**src/hdl/sfpv_defines.svh**
```systemverilog
`ifndef SFPV_DEFINES_SVH
`define SFPV_DEFINES_SVH
// Register byte offsets
`define SFPV_REG_CMD 12'h000
`define SFPV_REG_WDATA 12'h004
`define SFPV_REG_RDATA 12'h008
`define SFPV_REG_STATUS 12'h00C
// Command register fields
`define SFPV_OPT_FIXPAR 8
`define SFPV_OPT_UNPROT 9
// Status register fields
`define SFPV_ST_BUSY 0
`define SFPV_ST_DONE 1
`define SFPV_ST_ERR 2
// Six-bit command codes, upper two bits sent as zero
`define SFPV_CMD_LOAD 6'h02
`define SFPV_CMD_READ 6'h04
`define SFPV_CMD_INCR 6'h06
`define SFPV_CMD_BEGIN 6'h08
`define SFPV_CMD_END 6'h0E
`define SFPV_CMD_BULK 6'h09
`define SFPV_CMD_BITS 5'h05
`define SFPV_DATA_BITS 5'h0F
// Configuration word field positions
`define SFPV_CFG_PAR 3
// Repeated erases needed to lift code protection
`define SFPV_ERASE_REPEAT 2'h2
// Timing
`define SFPV_CLK_MHZ 100
`define SFPV_HALF_CYC 8
`define SFPV_T_GAP_US 1
`define SFPV_T_ENDP_US 100
`define SFPV_T_ERA_US 10000
`endif

```
**src/hdl/sfpv_pkg.sv**
```systemverilog
`default_nettype none
package sfpv_pkg;
  typedef enum logic [2:0] {
    SFPV_IDLE = 3'b000,
    SFPV_CMD  = 3'b001,
    SFPV_GAPD = 3'b011,
    SFPV_DATA = 3'b010,
    SFPV_GAP  = 3'b110
  } sfpv_state_t;

  typedef struct packed {
    sfpv_state_t st;
    logic [5:0] cmd;
    logic [13:0] wdata;
    logic [13:0] rdata;
    logic [15:0] sh;
    logic [4:0] bit_cnt;
    logic [7:0] div;
    logic hi;
    logic [23:0] wait_cnt;
    logic [1:0] erase_left;
    logic fixpar;
    logic loaded;
    logic busy;
    logic done;
    logic err;
    logic sclk;
    logic sdo;
    logic sdoe;
    logic sync1;
    logic sync2;
    logic pready;
    logic pslverr;
    logic [31:0] prdata;
    logic [15:0] low_cnt;
  } sfpv_regs_t;
endpackage : sfpv_pkg
`default_nettype wire

```
**src/hdl/sfpv_host.sv**
```systemverilog
// Implementation choices: the APB register port and the placing of the registers.
`default_nettype none
`include "sfpv_defines.svh"
// How it works
// - Each command goes out as six clock cycles, low bit first.
// - Wait at least 1 us after a load or read command before data.
// - A data frame is 16 cycles: start bit, 14 data bits, stop bit.
// - Data leaves on rising clock edges and is sampled on falling edges.
// - Data word low bit sits in the second frame cycle.
// - Leave 1 us between commands, 100 us after end programming.
// - Load is code 02 and read code 04, each followed by a frame.
// - A load must precede every begin programming command.
// - Three full bulk erases are needed to clear code protection.
// - Parity bit makes the config word odd, protect bits excluded.
module sfpv_host
  import sfpv_pkg::*;
#(
  parameter int unsigned HALF_CYC = `SFPV_HALF_CYC,
  parameter int unsigned END_CYC = `SFPV_T_ENDP_US * `SFPV_CLK_MHZ,
  parameter int unsigned ERA_CYC = `SFPV_T_ERA_US * `SFPV_CLK_MHZ
) (
  // Clock and reset
  input wire logic i_clk,
  input wire logic i_rst_n,
  // APB slave
  input wire logic i_psel,
  input wire logic i_penable,
  input wire logic i_pwrite,
  input wire logic [11:0] i_paddr,
  input wire logic [31:0] i_pwdata,
  output logic [31:0] o_prdata,
  output logic o_pready,
  output logic o_pslverr,
  // Serial link to device
  output logic o_sclk,
  output logic o_sdata_out,
  output logic o_sdata_oe,
  input wire logic i_sdata_in
);
  localparam int unsigned GAP_CYC = `SFPV_T_GAP_US * `SFPV_CLK_MHZ;
  localparam logic [7:0] HALF_M1 = 8'(HALF_CYC - 1);
  localparam logic [23:0] GAP_M1 = 24'(GAP_CYC - 1);
  localparam logic [23:0] END_M1 = 24'(END_CYC - 1);
  localparam logic [23:0] ERA_M1 = 24'(ERA_CYC - 1);
  localparam logic [15:0] GAP_LOW = 16'(GAP_CYC);

  sfpv_regs_t r;
  sfpv_regs_t n;

  function automatic logic is_defined(input logic [5:0] c);
    is_defined = (c == `SFPV_CMD_LOAD) || (c == `SFPV_CMD_READ) ||
                 (c == `SFPV_CMD_INCR) || (c == `SFPV_CMD_BEGIN) ||
                 (c == `SFPV_CMD_END) || (c == `SFPV_CMD_BULK);
  endfunction : is_defined

  function automatic logic has_frame(input logic [5:0] c);
    has_frame = (c == `SFPV_CMD_LOAD) || (c == `SFPV_CMD_READ);
  endfunction : has_frame

  // Odd parity over bits 11 and 6..0, protect field left out
  function automatic logic [13:0] parity_fix(input logic [13:0] d);
    logic [13:0] o;
    o = d;
    o[`SFPV_CFG_PAR] = ~(d[11] ^ d[6] ^ d[5] ^ d[4] ^ d[2] ^ d[1] ^ d[0]);
    parity_fix = o;
  endfunction : parity_fix

  // Quiet time required after each command
  function automatic logic [23:0] gap_for(input logic [5:0] c);
    if (c == `SFPV_CMD_END) begin
      gap_for = END_M1;
    end else if (c == `SFPV_CMD_BULK) begin
      gap_for = ERA_M1;
    end else begin
      gap_for = GAP_M1;
    end
  endfunction : gap_for

  always_comb begin
    logic acc;
    logic commit;
    logic go;
    logic launch;
    logic [5:0] code;
    logic [13:0] word;
    acc = 1'b0;
    commit = 1'b0;
    go = 1'b0;
    launch = 1'b0;
    code = i_pwdata[5:0];
    word = 14'h0000;
    n = r;
    n.sync1 = i_sdata_in;
    n.sync2 = r.sync1;
    n.pready = 1'b0;
    n.pslverr = 1'b0;
    n.low_cnt = r.sclk ? 16'h0000 :
                (r.low_cnt == 16'hFFFF ? r.low_cnt : r.low_cnt + 16'h0001);

    // APB: one wait state, registered answer
    acc = i_psel & i_penable & ~r.pready;
    commit = i_psel & i_penable & r.pready;
    if (acc) begin
      n.pready = 1'b1;
      n.prdata = 32'h00000000;
      unique case (i_paddr)
        `SFPV_REG_CMD: n.prdata = {26'h0000000, r.cmd};
        `SFPV_REG_WDATA: n.prdata = {18'h00000, r.wdata};
        `SFPV_REG_RDATA: n.prdata = {18'h00000, r.rdata};
        `SFPV_REG_STATUS: n.prdata = {29'h00000000, r.err, r.done, r.busy};
        default: n.pslverr = 1'b1;
      endcase
    end
    if (commit && i_pwrite && !r.pslverr) begin
      unique case (i_paddr)
        `SFPV_REG_WDATA: n.wdata = i_pwdata[13:0];
        `SFPV_REG_STATUS: begin
          if (i_pwdata[`SFPV_ST_DONE]) begin
            n.done = 1'b0;
          end
          if (i_pwdata[`SFPV_ST_ERR]) begin
            n.err = 1'b0;
          end
        end
        `SFPV_REG_CMD: go = 1'b1;
        default: ;
      endcase
    end

    // New order from software, taken only while idle
    if (go && r.st == SFPV_IDLE) begin
      if (i_pwdata[`SFPV_OPT_UNPROT]) begin
        code = `SFPV_CMD_BULK;
      end
      if (!is_defined(code)) begin
        n.err = 1'b1;
      end else if (code == `SFPV_CMD_BEGIN && !r.loaded) begin
        n.err = 1'b1;
      end else begin
        launch = 1'b1;
        n.busy = 1'b1;
        n.fixpar = i_pwdata[`SFPV_OPT_FIXPAR];
        n.erase_left = i_pwdata[`SFPV_OPT_UNPROT] ?
                       `SFPV_ERASE_REPEAT : 2'h0;
        if (code == `SFPV_CMD_LOAD) begin
          n.loaded = 1'b1;
        end else if (code == `SFPV_CMD_BEGIN) begin
          n.loaded = 1'b0;
        end
      end
    end

    unique case (r.st)
      SFPV_IDLE: ;
      SFPV_CMD, SFPV_DATA: begin
        n.div = r.div + 8'h01;
        if (r.div == HALF_M1) begin
          n.div = 8'h00;
          if (r.hi) begin
            // Falling edge: device latches, host samples a read
            n.sclk = 1'b0;
            n.hi = 1'b0;
            if (r.st == SFPV_DATA && r.cmd == `SFPV_CMD_READ &&
                r.bit_cnt != 5'h00 && r.bit_cnt != `SFPV_DATA_BITS) begin
              n.rdata = {r.sync2, r.rdata[13:1]};
            end
          end else if (r.st == SFPV_CMD && r.bit_cnt == `SFPV_CMD_BITS) begin
            // Six bits out, release the pin
            n.sdoe = 1'b0;
            n.sdo = 1'b0;
            if (has_frame(r.cmd)) begin
              n.st = SFPV_GAPD;
              n.wait_cnt = GAP_M1;
            end else begin
              n.st = SFPV_GAP;
              n.wait_cnt = gap_for(r.cmd);
            end
          end else if (r.st == SFPV_DATA &&
                       r.bit_cnt == `SFPV_DATA_BITS) begin
            n.sdoe = 1'b0;
            n.sdo = 1'b0;
            n.st = SFPV_GAP;
            n.wait_cnt = GAP_M1;
          end else begin
            // Rising edge: next bit onto the pin
            n.bit_cnt = r.bit_cnt + 5'h01;
            n.sclk = 1'b1;
            n.hi = 1'b1;
            n.sh = {1'b0, r.sh[15:1]};
            n.sdo = r.sh[1];
          end
        end
      end
      SFPV_GAPD: begin
        n.wait_cnt = r.wait_cnt - 24'h000001;
        if (r.wait_cnt == 24'h000000) begin
          n.st = SFPV_DATA;
          n.bit_cnt = 5'h00;
          n.div = 8'h00;
          n.hi = 1'b1;
          n.sclk = 1'b1;
          n.sdo = 1'b0;
          if (r.cmd == `SFPV_CMD_LOAD) begin
            word = r.fixpar ? parity_fix(r.wdata) : r.wdata;
            n.sh = {1'b0, word, 1'b0};
            n.sdoe = 1'b1;
          end else begin
            n.sh = 16'h0000;
            n.sdoe = 1'b0;
          end
        end
      end
      SFPV_GAP: begin
        n.wait_cnt = r.wait_cnt - 24'h000001;
        if (r.wait_cnt == 24'h000000) begin
          if (r.erase_left != 2'h0) begin
            n.erase_left = r.erase_left - 2'h1;
            code = `SFPV_CMD_BULK;
            launch = 1'b1;
          end else begin
            n.st = SFPV_IDLE;
            n.busy = 1'b0;
            n.done = 1'b1;
          end
        end
      end
      default: n.st = SFPV_IDLE;
    endcase

    // Command shifter start, first bit with the first rising edge
    if (launch) begin
      n.st = SFPV_CMD;
      n.cmd = code;
      n.sh = {10'h000, code};
      n.bit_cnt = 5'h00;
      n.div = 8'h00;
      n.hi = 1'b1;
      n.sclk = 1'b1;
      n.sdo = code[0];
      n.sdoe = 1'b1;
    end
  end

  always_ff @(posedge i_clk or negedge i_rst_n) begin
    if (!i_rst_n) begin
      r <= '{st: SFPV_IDLE, low_cnt: 16'hFFFF, default: '0};
    end else begin
      r <= n;
    end
  end

  assign o_prdata = r.prdata;
  assign o_pready = r.pready;
  assign o_pslverr = r.pslverr;
  assign o_sclk = r.sclk;
  assign o_sdata_out = r.sdo;
  assign o_sdata_oe = r.sdoe;
endmodule : sfpv_host
`default_nettype wire

```
**config.mk**
```make
export PLATFORM = sky130hd
export DESIGN_NAME = sfpv_host
export DESIGN_NICKNAME = d
export VERILOG_FILES = /design/src/hdl/sfpv_pkg.sv /design/src/hdl/sfpv_host.sv
export VERILOG_INCLUDE_DIRS = /design/src /design/src/hdl
export SDC_FILE = /design/constraint.sdc
export NUM_CORES = 1
export LEC_CHECK = 0
export ABC_CLOCK_PERIOD_IN_PS = 5790
export BUFFER_PORTS_ARGS = -buffer_cell sky130_fd_sc_hd__buf_2
export CAP_MARGIN = 10
export CORE_UTILIZATION = 55
export CTS_BUF_LIST = sky130_fd_sc_hd__clkbuf_8
export DETAILED_ROUTE_END_ITERATION = 7
export PLACE_DENSITY = 0.87
export SLEW_MARGIN = 20
export SYNTH_ARGS = -nofsm -noshare
export SYNTH_HDL_FRONTEND = slang
export SYNTH_SLANG_ARGS = --single-unit
```
**constraint.sdc**
```tcl
create_clock -name i_clk -period 5.79 [get_ports i_clk]
set_input_delay 0.579 -clock i_clk [delete_from_list [all_inputs] [get_ports i_clk]]
set_output_delay 0.579 -clock i_clk [all_outputs]
set_load 0.03 [all_outputs]
```
==> run summary <==
Post-CTS Resized - 0
Detail Route Antenna Nets - 0
Netlist cell types - 69
Fin Setup TNS - 0 ns
CTS Buf Count - 17
Final Cycle Share - 59.4%
Initial detailed-routing violation count - 518
Hold_buf cts - 0
Seq cells post-synth - 117
DP HPWL - 9790 um
Worst EP required - 6.08 ns
Worst Setup Start Kind - register
DRT Wirelength - 14500 um
Endpoints failing hold - 0
GR Util All Layers - 26.8%
Die area - 0.0117 mm2
Syn avg cell area - 9.47 um2
Core footprint - 0.0109 mm2
Final net count - 735
Rows - 38
Tmin final - 3.44 ns
Most common cell after layout, fill and taps aside - dfrtp_1
Final WS setup - 2.35 ns
Unrepaired setup endpoints after global routing - no
Yosys warns - 0
Drt pass-1 iters - 5
Layout cells sized above 1 - 19.2%
Final count of negative-setup-slack endpoints - 0
Skew final - 0.0122 ns
Asr flop ratio synth - 100%
Die W - 108 um
Ant diodes - 0
F_max - 291 MHz
Mapped Cells - 655
Leak pwr - 3.12 nW
CTS tree - yes
Worst-Skew Late Latency - 0.44 ns
Avg Vias per Cell - 6.11
Crit path max fanout - 15
Drt wl/cell - 17.4 um
Initial antenna violation count - 0
Vias in the first global route - 4985
Crit end category - register
Final max-slew violation count - 0
Residual DRC count - 0
Sink Count - 117
Leading area contributor after synthesis - dfrtp_1
Die H - 108 um
CTS Buffer Depth - 2
PortBufs - 50
Tightest Pin Transition - 0.866 ns
Post-synth EDFFs - 0
Total grt overflow - 0
Status - finished, final reports clean
Initial Utilization - 56.8%
Most frequent cells in the layout - dfrtp_1, nand2_1, nor2_1, o21ai_0, buf_2
Sequential fraction of the synthesis area - 47.2%
Worst vdd ir - 0.263 mV
H-Tree Depth - 4
Post-synth top flop - dfrtp_1
Global-route wire length before repair - 24000 um
Clk root buf - clkbuf_8
Syn Std Cell Area - 0.00621 mm2
Max cap viols - 0
Clk pin slew, worst setup/hold paths - 0.07 ns
Slew headroom - 42.3%
Top-area cell type share of the netlist area - 47.2%
Number of buffers added for setup after CTS - 0
FILL cells - 846
CP Data Arrival Time - 3.73 ns
Ports - 87
Worst Hold Class - input port to register
Vias - 5085
Largest net degree at the start of global routing - 72
Routability congestion estimate - 0.874
Post-Place Worst Slack - 2.36 ns
Seq. cell area - 0.00293 mm2
Area Growth Syn to Fin - 8.51%
Area of the multi-input gates - 0.00291 mm2
Crit Path Class - register to register
Synth top area cells - dfrtp_1, mux2_2, o21ai_0, buf_4, nand2_1
Pwr dens - 241 mW/mm2
==> Yosys cell counts (7+ instances only) <==
library cell,instances
a21oi_1,31
a22oi_1,20
a31oi_1,10
and3_1,11
buf_2,7
buf_4,32
clkbuf_1,21
dfrtp_1,117
inv_1,16
mux2_2,32
nand2_1,62
nand3_1,13
nor2_1,61
nor2b_1,7
nor3_1,24
nor4_1,8
o21ai_0,57
o21ai_1,12
xnor2_1,7
==> metrics by stage <==
| stage | hold slack, ns | std cells | util [%] | power [mW] | cell area (um2) |
|---|---|---|---|---|---|
| 2_1_floorplan | 0.283 | 672 | - | 0.873 | 6270 |
| 3_3_place_gp | 0.333 | 800 | 57.9 | 0.895 | 6330 |
| 3_5_place_dp | 0.358 | 800 | 58.0 | 0.897 | 6340 |
| 4_1_cts | 0.231 | 832 | 61.5 | 1.62 | 6730 |
| 5_1_grt | 0.235 | 832 | 61.6 | 1.67 | 6730 |
| 6_report | 0.249 | 832 | 61.6 | 1.62 | 6730 |
==> cells by family after synthesis <==
kind of cell	count (synthesis)	synth area share, %
AND/OR/NAND/NOR	228	18.1
AO/OA/AOI/OAI	171	17.6
flip-flops	117	47.2
buffers and inverters	81	7.22
multiplexers	37	6.61
XOR/XNOR	13	1.83
adder cells (fa/ha/maj)	7	1.37
other	1	0.0604
==> power by group <==
| group | internal, mW | leakage [nW] | switching, mW |
|---|---|---|---|
| clock network | 0.361 | 0.192 | 0.377 |
| logic | 0.0127 | 1.35 | 0.0504 |
| registers | 0.818 | 1.58 | 0.00113 |
==> worst max-delay path, stage by stage (launching register included) <==
cell and delay (ns):
dfrtp_1 0.42, inv_1 0.07, ha_1 0.20, nor4b_1 0.37, nand4_1 0.45, or4b_1 0.81, o21ai_4 0.27, nor2_2 0.24
a221oi_1 0.35, o21ai_1 0.10
==> cell type report <==
| cell class | instances | share of cell area, % |
|---|---|---|
| clock buffer | 18 | 3.68 |
| clock inverter | 14 | 2.10 |
| inverter | 16 | 0.892 |
| multi-input combinational | 474 | 43.2 |
| sequential | 117 | 43.5 |
| tap | 140 | 2.60 |
| timing repair buffer | 53 | 4.09 |
==> final timing paths <==
path                                to  startpoint  slack [ns]  cells after the start
hold / removal                   n[50]  i_sdata_in        0.25                      1
min in group asynchronous  o_prdata[5]     i_rst_n        0.27                      1
setup / recovery                r[101]       r[62]        2.35                      9
setup reg to reg                r[101]       r[62]        2.35                      9
max in group asynchronous       r[101]     i_rst_n        4.41                      2
hold reg to reg                  r[50]       n[50]        0.37                      0
==> registers in the layout, indices dropped and copies added, names as in the netlist <==
| name | cells |
|---|---|
| o_pready | 1 |
| o_sdata_out | 1 |
| n | 1 |
| o_prdata | 14 |
| r | 97 |
| o_sdata_oe | 1 |
| o_sclk | 1 |
| o_pslverr | 1 |
==> metal layers <==
metal	GRT usage (%)	up-vias	routed length [um]
met1	33.8	2467	6040
met3	6.87	50	921
met2	42.9	218	6990
met5	0	-	0
met4	12.8	0	537
li1	-	2350	-
(Power assumes the default switching activity.)
